## src/verilog/rcf_pkg.sv

```systemverilog
/*
 * rcf_pkg: register map, field layout, reset values, bandwidth units and
 * mode encodings for the receive channel filter configuration block.
 * assumes: a single 32-bit AHB-Lite slave; each register is one word and
 * its byte address is four times its index.
 */
package rcf_pkg;

	// register indices
	localparam logic [7:0] RCF_IDX_IFBW    = 8'h1C;
	localparam logic [7:0] RCF_IDX_MODE1   = 8'h70;
	localparam logic [7:0] RCF_IDX_MODE2   = 8'h71;
	localparam logic [7:0] RCF_IDX_RATE    = 8'h60;
	localparam logic [7:0] RCF_IDX_STATUS  = 8'h64;

	// register byte addresses, four times the index
	localparam logic [9:0] RCF_ADDR_IFBW   = {RCF_IDX_IFBW, 2'h0};
	localparam logic [9:0] RCF_ADDR_MODE1  = {RCF_IDX_MODE1, 2'h0};
	localparam logic [9:0] RCF_ADDR_MODE2  = {RCF_IDX_MODE2, 2'h0};
	localparam logic [9:0] RCF_ADDR_RATE   = {RCF_IDX_RATE, 2'h0};
	localparam logic [9:0] RCF_ADDR_STATUS = {RCF_IDX_STATUS, 2'h0};

	// filter bandwidth fields
	localparam int RCF_SKIP_BIT = 7;
	localparam int RCF_DEC_HI   = 6;
	localparam int RCF_DEC_LO   = 4;
	localparam int RCF_SET_HI   = 3;
	localparam int RCF_SET_LO   = 0;

	// mode control fields
	localparam int RCF_MANCH_BIT = 1;
	localparam int RCF_MODT_HI   = 1;
	localparam int RCF_MODT_LO   = 0;

	// reset values
	localparam logic [7:0]  RCF_IFBW_RST  = 8'h01;
	localparam logic [7:0]  RCF_MODE1_RST = 8'h00;
	localparam logic [7:0]  RCF_MODE2_RST = 8'h00;
	localparam logic [15:0] RCF_RATE_RST  = 16'h0000;
	localparam logic [2:0]  RCF_ADV_RST   = 3'h5;

	// modulation type codes
	localparam logic [1:0] RCF_MT_NONE = 2'h0;
	localparam logic [1:0] RCF_MT_OOK  = 2'h1;
	localparam logic [1:0] RCF_MT_FSK  = 2'h2;
	localparam logic [1:0] RCF_MT_GFSK = 2'h3;

	// effective rate thresholds, kbps, for decimation advice
	localparam logic [16:0] RCF_TH1  = 17'h00001;
	localparam logic [16:0] RCF_TH2  = 17'h00002;
	localparam logic [16:0] RCF_TH3  = 17'h00003;
	localparam logic [16:0] RCF_TH8  = 17'h00008;
	localparam logic [16:0] RCF_TH40 = 17'h00028;
	localparam logic [16:0] RCF_TH65 = 17'h00041;

	// modulation index window, in units of one half
	localparam logic [6:0] RCF_HIDX_MIN = 7'h01;
	localparam logic [6:0] RCF_HIDX_MAX = 7'h40;

	// bandwidths in units of 0.1 kHz
	localparam logic [12:0] RCF_BW_NONE = 13'h0000;

	typedef enum logic [1:0] {
		RCF_DEM_IDLE,
		RCF_DEM_OOK,
		RCF_DEM_FSK
	} rcf_dem_e;

endpackage : rcf_pkg

```

## src/verilog/rcf_filter_config.sv

```systemverilog
/*
 * rcf_filter_config: channel filter and demodulator mode configuration,
 * AHB-Lite register slave, bandwidth decode and decimation advice.
 * assumes: single word transfers, one clock, inputs synchronous to clk_sys;
 * register byte address is four times the register index;
 * only address bits 9 to 0 are decoded, upper bits ignored;
 * sample_stb is a one-cycle pulse, one per received sample;
 * deviation_khz is held steady by the demodulator between changes.
 */
// The AHB-Lite interface to the registers was chosen for this implementation.
// Functional notes
// - fsk/gfsk accepts modulation index 0.5 to 32 inclusive
// - manchester flag doubles effective symbol rate over payload rate
// - afc absorbs error up to half modulation bandwidth, filter unchanged
// - bandwidth register: bit7 skip, bits6-4 exponent, bits3-0 set index
// - skip 0 gives 2.6 to 137.9 khz, skip 1 up to 620.7
// - modulation type field at 71h selects ook demodulation
// - ook rate, manchester, filter, oversampling set independently
// - manchester enable bit lives in register 70h
// - ook bandwidth table through 1ch, 75.2 to 620.7 khz
// - bandwidth register at 1ch drives filter response from the next sample_stb
`timescale 1ns/1ps
`default_nettype none

module rcf_filter_config
	import rcf_pkg::*;
(
	// clock and reset
	input  wire logic        clk_sys,
	input  wire logic        rst_n,
	// ahb-lite slave
	input  wire logic        hsel,
	input  wire logic [31:0] haddr,
	input  wire logic [1:0]  htrans,
	input  wire logic        hwrite,
	input  wire logic [2:0]  hsize,
	input  wire logic [31:0] hwdata,
	input  wire logic        hready,
	output logic      [31:0] hrdata,
	output logic             hreadyout,
	output logic             hresp,
	// demodulator sample side
	input  wire logic        sample_stb,
	input  wire logic [7:0]  deviation_khz,
	// filter and demodulator controls
	output logic             div_three_skip,
	output logic      [2:0]  dec_exp,
	output logic      [3:0]  filter_set,
	output logic      [12:0] chan_bw,
	output logic             bw_valid,
	output logic             ook_mode,
	output logic             fsk_mode,
	output logic             manch_en,
	output logic      [16:0] eff_rate,
	output logic      [2:0]  dec_advice,
	output logic             index_ok
);

	// bandwidth lookup, 0.1 khz units, zero where not offered
	function automatic logic [12:0] bw_lookup(
		input logic       skip,
		input logic [2:0] dex,
		input logic [3:0] fs
	);
		logic [12:0] b;
		b = RCF_BW_NONE;
		if (skip) begin
			if (dex == 3'h0) begin
				case (fs)
					4'h1: b = 13'd2251;
					4'h2: b = 13'd2488;
					4'h3: b = 13'd2693;
					4'h4: b = 13'd2849;
					4'h8: b = 13'd3355;
					4'h9: b = 13'd3618;
					4'hA: b = 13'd4202;
					4'hB: b = 13'd4684;
					4'hC: b = 13'd5188;
					4'hD: b = 13'd5770;
					4'hE: b = 13'd6207;
					4'hF: b = 13'd1915;
					default: b = RCF_BW_NONE;
				endcase
			end else if (dex == 3'h1) begin
				case (fs)
					4'h4: b = 13'd1428;
					4'h5: b = 13'd1678;
					4'h9: b = 13'd1811;
					default: b = RCF_BW_NONE;
				endcase
			end
		end else begin
			case ({dex, fs})
				7'h51: b = 13'd26;
				7'h52: b = 13'd28;
				7'h53: b = 13'd31;
				7'h54: b = 13'd32;
				7'h55: b = 13'd37;
				7'h56: b = 13'd42;
				7'h57: b = 13'd45;
				7'h41: b = 13'd49;
				7'h42: b = 13'd54;
				7'h43: b = 13'd59;
				7'h44: b = 13'd61;
				7'h45: b = 13'd72;
				7'h46: b = 13'd82;
				7'h47: b = 13'd88;
				7'h31: b = 13'd95;
				7'h32: b = 13'd106;
				7'h33: b = 13'd115;
				7'h34: b = 13'd121;
				7'h35: b = 13'd142;
				7'h36: b = 13'd162;
				7'h37: b = 13'd175;
				7'h21: b = 13'd189;
				7'h22: b = 13'd210;
				7'h23: b = 13'd227;
				7'h24: b = 13'd240;
				7'h25: b = 13'd282;
				7'h26: b = 13'd322;
				7'h27: b = 13'd347;
				7'h11: b = 13'd377;
				7'h12: b = 13'd417;
				7'h13: b = 13'd452;
				7'h14: b = 13'd479;
				7'h15: b = 13'd562;
				7'h16: b = 13'd641;
				7'h17: b = 13'd692;
				7'h01: b = 13'd752;
				7'h02: b = 13'd832;
				7'h03: b = 13'd900;
				7'h04: b = 13'd953;
				7'h05: b = 13'd1121;
				7'h06: b = 13'd1279;
				7'h07: b = 13'd1379;
				default: b = RCF_BW_NONE;
			endcase
		end
		return b;
	endfunction : bw_lookup

	// register state
	logic [7:0]  ifbw_ff;
	logic [7:0]  mode1_ff;
	logic [7:0]  mode2_ff;
	logic [15:0] rate_ff;
	logic [7:0]  act_ff;
	logic        pend_ff;
	// data phase capture
	logic        wr_ff;
	logic        rd_ff;
	logic [7:0]  addr_ff;
	logic [31:0] rdata_ff;
	// derived outputs
	logic [12:0] bw_ff;
	logic        bwv_ff;
	logic [16:0] eff_ff;
	logic [2:0]  adv_ff;
	logic        hok_ff;
	rcf_dem_e    dem_ff;

	// address phase decode, data phase register hits and write strobes
	wire         acc_take  = hsel & hready & htrans[1];
	wire         word_ok   = (hsize == 3'h2) & (haddr[1:0] == 2'h0);
	wire         nxt_wr    = acc_take & hwrite & word_ok;
	wire         nxt_rd    = acc_take & ~hwrite;
	wire  [7:0]  a_lo      = haddr[9:2];
	wire         hit_ifbw  = addr_ff == RCF_IDX_IFBW;
	wire         hit_mode1 = addr_ff == RCF_IDX_MODE1;
	wire         hit_mode2 = addr_ff == RCF_IDX_MODE2;
	wire         hit_rate  = addr_ff == RCF_IDX_RATE;
	wire         hit_stat  = addr_ff == RCF_IDX_STATUS;
	wire         wr_ifbw   = wr_ff & hit_ifbw;
	wire         wr_mode1  = wr_ff & hit_mode1;
	wire         wr_mode2  = wr_ff & hit_mode2;
	wire         wr_rate   = wr_ff & hit_rate;

	// status word: bit0 fsk, bit1 ook, bit4 pending, bits7-5 advice,
	// bits9-8 demodulator, bit10 index ok, bit11 bandwidth valid
	wire  [31:0] stat_word = {
		20'h00000,
		bwv_ff,
		hok_ff,
		dem_ff,
		adv_ff,
		pend_ff,
		2'h0,
		ook_mode,
		fsk_mode
	};

	// readback words, upper bits read zero
	wire  [31:0] rd_ifbw   = {24'h000000, ifbw_ff};
	wire  [31:0] rd_mode1  = {24'h000000, mode1_ff};
	wire  [31:0] rd_mode2  = {24'h000000, mode2_ff};
	wire  [31:0] rd_rate   = {16'h0000, rate_ff};

	// read mux, no side effects on any read
	wire  [31:0] rd_mux =
		hit_ifbw  ? rd_ifbw :
		hit_mode1 ? rd_mode1 :
		hit_mode2 ? rd_mode2 :
		hit_rate  ? rd_rate :
		hit_stat  ? stat_word :
		32'h00000000;

	// mode decode
	wire  [1:0]  modt     = mode2_ff[RCF_MODT_HI:RCF_MODT_LO];
	wire         is_ook   = modt == RCF_MT_OOK;
	wire         is_fsk   = (modt == RCF_MT_FSK) | (modt == RCF_MT_GFSK);
	wire         manch    = mode1_ff[RCF_MANCH_BIT];
	wire  [16:0] nxt_eff  = manch ? {rate_ff, 1'b0} : {1'b0, rate_ff};

	// decimation advice from effective rate
	wire  [2:0]  nxt_adv  =
		(nxt_eff <= RCF_TH1)  ? 3'h5 :
		(nxt_eff <= RCF_TH2)  ? 3'h4 :
		(nxt_eff <= RCF_TH3)  ? 3'h3 :
		(nxt_eff <= RCF_TH8)  ? 3'h2 :
		(nxt_eff <= RCF_TH40) ? 3'h1 : 3'h0;

	// index h = 2 fd / eff, check 0.5 <= h <= 32 by cross products
	wire  [18:0] fd4      = {9'h000, deviation_khz, 2'h0};
	wire  [23:0] eff_lo   = {7'h00, nxt_eff} * {17'h00000, RCF_HIDX_MIN};
	wire  [23:0] eff_hi   = {7'h00, nxt_eff} * {17'h00000, RCF_HIDX_MAX};
	wire  [23:0] fd4_w    = {5'h00, fd4};
	wire         h_lo_ok  = fd4_w >= eff_lo;
	wire         h_hi_ok  = fd4_w <= eff_hi;
	wire         nxt_hok  = is_fsk & (nxt_eff != 17'h00000)
		& h_lo_ok & h_hi_ok;

	// active filter fields, new value latched at next sample
	wire  [7:0]  nxt_act  = (pend_ff & sample_stb) ? ifbw_ff : act_ff;
	wire  [12:0] nxt_bw   = bw_lookup(act_ff[RCF_SKIP_BIT],
		act_ff[RCF_DEC_HI:RCF_DEC_LO], act_ff[RCF_SET_HI:RCF_SET_LO]);
	wire         nxt_pend = wr_ifbw | (pend_ff & ~sample_stb);

	// demodulator state
	rcf_dem_e    nxt_dem;
	always_comb begin
		case ({is_ook, is_fsk})
			2'h2:    nxt_dem = RCF_DEM_OOK;
			2'h1:    nxt_dem = RCF_DEM_FSK;
			default: nxt_dem = RCF_DEM_IDLE;
		endcase
	end

	// bus phase capture
	always_ff @(posedge clk_sys or negedge rst_n) begin
		if (!rst_n) begin
			wr_ff   <= 1'b0;
			rd_ff   <= 1'b0;
			addr_ff <= 8'h00;
		end else begin
			wr_ff   <= nxt_wr;
			rd_ff   <= nxt_rd;
			addr_ff <= a_lo;
		end
	end

	// software registers, each field independent
	always_ff @(posedge clk_sys or negedge rst_n) begin
		if (!rst_n) begin
			ifbw_ff  <= RCF_IFBW_RST;
			mode1_ff <= RCF_MODE1_RST;
			mode2_ff <= RCF_MODE2_RST;
			rate_ff  <= RCF_RATE_RST;
		end else begin
			if (wr_ifbw) ifbw_ff <= hwdata[7:0];
			if (wr_mode1) mode1_ff <= hwdata[7:0];
			if (wr_mode2) mode2_ff <= hwdata[7:0];
			if (wr_rate) rate_ff <= hwdata[15:0];
		end
	end

	// active filter fields and pending flag
	always_ff @(posedge clk_sys or negedge rst_n) begin
		if (!rst_n) begin
			act_ff  <= RCF_IFBW_RST;
			pend_ff <= 1'b0;
		end else begin
			act_ff  <= nxt_act;
			pend_ff <= nxt_pend;
		end
	end

	// bandwidth of the active setting
	always_ff @(posedge clk_sys or negedge rst_n) begin
		if (!rst_n) begin
			bw_ff  <= RCF_BW_NONE;
			bwv_ff <= 1'b0;
		end else begin
			bw_ff  <= nxt_bw;
			bwv_ff <= nxt_bw != RCF_BW_NONE;
		end
	end

	// rate, advice, index check and demodulator mode
	always_ff @(posedge clk_sys or negedge rst_n) begin
		if (!rst_n) begin
			eff_ff <= 17'h00000;
			adv_ff <= RCF_ADV_RST;
			hok_ff <= 1'b0;
			dem_ff <= RCF_DEM_IDLE;
		end else begin
			eff_ff <= nxt_eff;
			adv_ff <= nxt_adv;
			hok_ff <= nxt_hok;
			dem_ff <= nxt_dem;
		end
	end

	// read data held after the data phase
	always_ff @(posedge clk_sys or negedge rst_n) begin
		if (!rst_n) begin
			rdata_ff <= 32'h00000000;
		end else begin
			rdata_ff <= rd_ff ? rd_mux : rdata_ff;
		end
	end

	// afc corrects small offsets; filter fields are never widened here
	assign div_three_skip = act_ff[RCF_SKIP_BIT];
	assign dec_exp        = act_ff[RCF_DEC_HI:RCF_DEC_LO];
	assign filter_set     = act_ff[RCF_SET_HI:RCF_SET_LO];
	assign chan_bw        = bw_ff;
	assign bw_valid       = bwv_ff;
	assign ook_mode       = dem_ff == RCF_DEM_OOK;
	assign fsk_mode       = dem_ff == RCF_DEM_FSK;
	assign manch_en       = manch;
	assign eff_rate       = eff_ff;
	assign dec_advice     = adv_ff;
	assign index_ok       = hok_ff;
	assign hrdata         = rd_ff ? rd_mux : rdata_ff;
	assign hreadyout      = 1'b1;
	assign hresp          = 1'b0;

endmodule : rcf_filter_config

`default_nettype wire

```

## config.mk

```make
export PLATFORM = sky130hd
export DESIGN_NAME = rcf_filter_config
export DESIGN_NICKNAME = d
export VERILOG_FILES = /design/src/verilog/rcf_pkg.sv /design/src/verilog/rcf_filter_config.sv
export SDC_FILE = /design/constraint.sdc
export NUM_CORES = 1
export LEC_CHECK = 0
export BUFFER_PORTS_ARGS = -buffer_cell sky130_fd_sc_hd__clkbuf_2
export CAP_MARGIN = 30
export CELL_PAD_IN_SITES_DETAIL_PLACEMENT = 0
export CELL_PAD_IN_SITES_GLOBAL_PLACEMENT = 1
export CORE_ASPECT_RATIO = 1.5
export CORE_MARGIN = 5
export CORE_UTILIZATION = 42
export CTS_BUF_LIST = sky130_fd_sc_hd__clkbuf_4 sky130_fd_sc_hd__clkbuf_8 sky130_fd_sc_hd__clkbuf_16
export CTS_CLUSTER_SIZE = 12
export DETAILED_ROUTE_END_ITERATION = 10
export GPL_ROUTABILITY_DRIVEN = 0
export GPL_TIMING_DRIVEN = 0
export PLACE_DENSITY_LB_ADDON = 0.2
export SYNTH_ARGS = -nofsm -noshare
export SYNTH_HDL_FRONTEND = slang
export SYNTH_SLANG_ARGS = --single-unit
```

## constraint.sdc

```tcl
create_clock -name clk_sys -period 3 [get_ports clk_sys]
set_input_delay 0.6 -clock clk_sys [delete_from_list [all_inputs] [get_ports clk_sys]]
set_output_delay 0.6 -clock clk_sys [all_outputs]
set_load 0.05 [all_outputs]
```

# After elaboration in Yosys (flattened, before gate mapping)
# Memory sizes are Yosys's and may differ from the RTL's.
# Cells that the tools add are included.
# classes
n_addsub,0
bitwise,19
n_mux,17
div,0
mul,0
n_reduce_logical,4
shifts,0
order_cmp,7
n_eq_ne,17
# op_table
cell,count
16-bit two-way mux,4
17-bit by 2-bit <= comparator with 1-bit output (second input constant),2
11-bit case mux with 3 select lines,1
8-bit by 7-bit equality test with 1-bit output (second input constant),4
32-bit two-way mux,1
13-bit two-way mux,2
10-bit by 23-bit <= comparator with 1-bit output,1
10-bit by 17-bit >= comparator with 1-bit output,1
17-bit by 1-bit <= comparator with 1-bit output (second input constant),1
17-bit by 4-bit <= comparator with 1-bit output (second input constant),1
17-bit by 6-bit <= comparator with 1-bit output (second input constant),1
17-bit two-way mux,1
17-bit nonzero test,1
1-bit bitwise AND,15
13-bit nonzero test,1
12-bit two-way mux,1
11-bit two-way mux,1
2-bit equality test (second input constant),4
4-bit by 3-bit equality test with 1-bit output (second input constant),2
8-bit by 5-bit equality test with 1-bit output (second input constant),1
2-bit by 1-bit equality test with 1-bit output (second input constant),3
3-bit two-way mux,2
4-bit equality test (second input constant),1
2-bit two-way mux,2
other kinds (8),10
# totals
output_inout_bits,80
mem_count,2
romBits,1616
inputBits,83
elab_cells,82
ff_bits,128
latchBits,0
mem_bits_rw,0
# memory_table
name,words,width,rd,rd_clocked_by_memory_dff,wr,line_no,rtl
(name not given),128,11,1,0,0,rcf_filter_config.sv:93,"case ({dex, fs})"
(name not given),16,13,1,0,0,rcf_filter_config.sv:69,case (fs)

# Logic depth before layout (Yosys ltp)
# logic_depth
depth_word,7
depth_mapped,11
mapped_depth_nobuf,9

# Worst setup path after synthesis
# OpenSTA, ideal clock, no wires.
# synth_timing
path_kind,register to register
from,register act_ff[0]
to,register bwv_ff (netlist: bw_valid)
required_time_ns,2.860
synth_period_minus_slack_ns,2.947
setup_time_ns,0.140
stages_incl_launch_ff,10
path_buffers,1
arrival_ns,2.808
path_slack_ns,0.053
path_cell_list,dfstp_2 > clkbuf_1 > inv_1 > ha_1 > or2_2 > a32oi_1 > o21ai_0 > o31a_1 > nor4b_1 > nand4_1
# synth_via
elab_chain_len,6
word_cells_on_any_way,10
classes_between,eq/ne (3); mux (4); reduce/logical (1); memory (2)
# synth_lines
element,line_no,rtl
from (decl),rcf_filter_config.sv:147,logic [7:0] act_ff;
from (signal assigned),rcf_filter_config.sv:282,act_ff <= nxt_act;
"parallel branches: the longest is 4 deep, another holds memory read 128 x 11 bit",--,
13-bit two-way mux *,rcf_filter_config.sv:67,if (skip) begin
13-bit nonzero test *,rcf_filter_config.sv:294,bwv_ff <= nxt_bw != RCF_BW_NONE;
to (signal assigned),rcf_filter_config.sv:291,bwv_ff <= 1'b0;
to (signal assigned),rcf_filter_config.sv:294,
to (decl),rcf_filter_config.sv:156,logic bwv_ff;
# Every way passes the cells marked *.
# A chain may end at the register's enable or synchronous reset.

# Final worst setup path
# layout_timing
from,register addr_ff[6]
to,output port hrdata[0]
# layout_via
elab_chain_len,7
word_cells_on_any_way,11
classes_between,eq/ne (5); mux (6)
# layout_lines
element,line_no,rtl
from (decl),rcf_filter_config.sv:152,logic [7:0] addr_ff;
from (signal assigned),rcf_filter_config.sv:257,addr_ff <= a_lo;
8-bit by 7-bit equality test with 1-bit output,rcf_filter_config.sv:172,wire hit_stat = addr_ff == RCF_IDX_STATUS;
12-bit two-way mux,rcf_filter_config.sv:204,hit_stat ? stat_word :
16-bit two-way mux,rcf_filter_config.sv:203,hit_rate ? rd_rate :
16-bit two-way mux,rcf_filter_config.sv:202,hit_mode2 ? rd_mode2 :
16-bit two-way mux,rcf_filter_config.sv:201,hit_mode1 ? rd_mode1 :
16-bit two-way mux *,rcf_filter_config.sv:200,hit_ifbw ? rd_ifbw :
32-bit two-way mux *,rcf_filter_config.sv:334,assign hrdata = rd_ff ? rd_mux : rdata_ff;
to (decl),rcf_filter_config.sv:39,"output logic [31:0] hrdata,"
# Mark *: on every way between the ends. The rest lies on a longest branch, timed or not.

==> impl_metrics.env <==
export IMPL_crit_path_end_kind="output pin"
export IMPL_relSlewSlack_pct=53.04
export IMPL_yosysMostFrequentCell="dfrtp_1"
export IMPL_numCtsBuffers=17
export IMPL_numPortBuffers=121
export IMPL_synth_edf_count=0
export IMPL_cts_hold_buffers=0
export IMPL_reg2reg_slack_ns=0.12
export IMPL_cts_root_buffer="clkbuf_16"
export IMPL_routed_wirelength_um=20040
export IMPL_netlist_area_um2=6568
export IMPL_wl_per_cell_um=20.64
export IMPL_syn_area_per_cell_um2=10.95
export IMPL_synth_largest_area_cell="dfrtp_1"
export IMPL_die_w_um=112.1
export IMPL_tightest_slew_ns=0.6979
export IMPL_placementRows=56
export IMPL_fmaxAchievable_ghz=0.3341
export IMPL_synth_seq_cells=128
export IMPL_leakage_nw=3.892
export IMPL_hold_viol_final=0
export IMPL_yosysUniqueCellTypes=73
export IMPL_core_um2=15480
export IMPL_antenna_left=0
export IMPL_final_period_utilization_pct=99.78
export IMPL_start_kind="flop"
export IMPL_layout_nets=859
export IMPL_antenna_cells=0
export IMPL_yosys_top_cells_area="dfrtp_1 (47%), mux2_2 (8.9%), ha_1 (4.0%)"
export IMPL_antenna_found_initial=0
export IMPL_critPathArrivalTime_ns=2.39
export IMPL_synth_ff_type="dfrtp_1"
export IMPL_insertion_delay_ns=0.41
export IMPL_period_needed_ns=2.993
export IMPL_rsz0062_at_grt="yes"
export IMPL_synth_nets=704
export IMPL_yosys_warnings=0
export IMPL_drive_gt1_share_pct=37.50
export IMPL_dp_cells=925
export IMPL_overflow=0
export IMPL_final_max_slew_viol_count=0
export IMPL_crit_type="reg -> out"
export IMPL_detailed_place_hpwl_um=14860
export IMPL_die_h_um=163.2
export IMPL_skew_ns=0.01551
export IMPL_cap_violations=0
export IMPL_grt_pass1_wl_um=31770
export IMPL_setup_tns_ns=0
export IMPL_instances_no_fill=971
export IMPL_required_ns=2.40
export IMPL_via_count=5491
export IMPL_drt_first_pass_iters=5
export IMPL_top_level_ports=163
export IMPL_path_clk_slew_ns=0.06
export IMPL_outcome="finished, final reports clean"
export IMPL_initial_core_util_pct=42.41
export IMPL_clockBufferDepth=2
export IMPL_first_global_vias=5842
export IMPL_drt_iter0_drc=463
export IMPL_powerDensity_nw_per_um2=621.3
export IMPL_setup_viol_count_final=0
export IMPL_grt_start_max_net_pins=100
export IMPL_syn_to_final_growth_pct=27.64
export IMPL_seq_area_frac_synth_pct=48.85
export IMPL_synthArstFlopShare_pct=100.0
export IMPL_fp_dieArea_um2=18290
export IMPL_yosys_area_top_type_share_pct=47.25
export IMPL_synthCells=600
export IMPL_htreeDepth=4
export IMPL_peakVddDrop_uv=393.6
export IMPL_track_usage_pct=22.10
export IMPL_n_fill_cell=1379
export IMPL_hold_class="in -> async"
export IMPL_ys_top_cells_by_count="dfrtp_1 (124), mux2_2 (52), nand2_1 (40)"
export IMPL_cts_tree="built"
export IMPL_via_per_inst=5.655
export IMPL_clock_sinks=128
export IMPL_crit_fanout=4
export IMPL_drc_errors=0
[through the flow]
| step | util, % | instance area, µm² | power [W] | setup slack, ns | hold slack [ns] |
|---|---|---|---|---|---|
| after floorplan | - | 6568 | 0.002723 | 0.05274 | 0.3044 |
| after global placement | 47.96 | 7427 | 0.003074 | -0.6832 | 0.4773 |
| after detailed placement | 48.20 | 7463 | 0.003088 | -0.6313 | 0.4876 |
| after CTS | 53.14 | 8228 | 0.005206 | 0.006458 | 0.06519 |
| after global routing | 54.14 | 8383 | 0.005428 | -0.02540 | 0.07795 |
| final | 54.14 | 8383 | 0.005208 | 0.006535 | 0.07665 |
[path summary, 6_finish.rpt]
check / start / end / cells past startpoint
setup / recovery: addr_ff[6] / hrdata[0] / 7
hold / removal: rst_n / chan_bw[11] / 1
setup reg to reg: act_ff[1] / bw_valid / 10
hold reg to reg: rdata_ff[8] / rdata_ff[8] / 1
max in group asynchronous: rst_n / dec_advice[2] / 2
min in group clk_sys: haddr[6] / addr_ff[4] / 1
[power breakdown]
group          internal (W)  switching, W
clock network       0.00118      0.000866
registers           0.00184     0.0000764
logic              0.000406      0.000843
[worst max-delay path, cell delays in order, from the launching register on]
cell and delay, ns:
dfrtp_1 0.41, nand2_2 0.08, or3_4 0.36, nor4_4 0.22
buf_4 0.21, a222oi_1 0.11, a31oi_1 0.33, clkbuf_8 0.26
[state kept, by name (all words and copies together) (netlist names), 13 cells and up]
name and cells:
chan_bw 13, rdata_ff 32, eff_rate 17, rate_ff 16
[cell usage in the layout (no fill, tap or decap), types with 5 or more instances in the layout]
cell,instances
nand2_1,39
nor4_1,6
nand2b_1,9
buf_2,14
clkbuf_1,12
clkbuf_2,107
o211ai_1,5
a31oi_1,12
mux2_2,52
inv_1,20
mux2_4,10
inv_6,6
a222oi_1,9
nor2_1,38
ha_1,19
nor3_1,10
nor2b_1,35
dfrtp_1,124
o21ai_0,24
buf_4,21
nand4_1,6
buf_6,11
clkbuf_16,17
mux2i_1,7
a21oi_1,14
or2_2,5
[routing by layer]
metal	vias up	wire length [µm]	global-route usage (%)
met5	-	0	0
met4	0	1037	10.22
met3	70	1182	4.818
met2	243	10660	41.21
met1	2685	7153	23.50
li1	2493	-	-
[cells by family (layout without fill, tap and decap cells)]
logic type	after synthesis	in the layout	synth area share, %
fa+ha+maj	21	21	4.001
xor+xnor	4	4	0.5334
mux	71	71	12.95
buf+inv	60	228	4.039
other cells	2	2	0.1144
simple gates	190	190	16.10
flops	128	128	48.85
compound gates	124	124	13.41
[timing repair]
action                                  4_1_cts  5_1_grt
endpoints found under the setup margin       17       18
gates resized for setup                      25       48
setup buffers                                11        3
cloned                                        0        1
pin swaps                                     7        4
[final cells by class]
type	instances	area, µm²	share of cell area (%)
flip-flops and latches	128	3208	38.27
multi-input cells	412	3201	38.18
repair buffers	137	838.3	10.00
clock buffers	17	425.4	5.075
well taps	203	254.0	3.030
plain buffers	36	197.7	2.358
clock inverters	15	165.2	1.970
inverters	23	93.84	1.119
No activity file was read; power rests on OpenSTA's default activity.
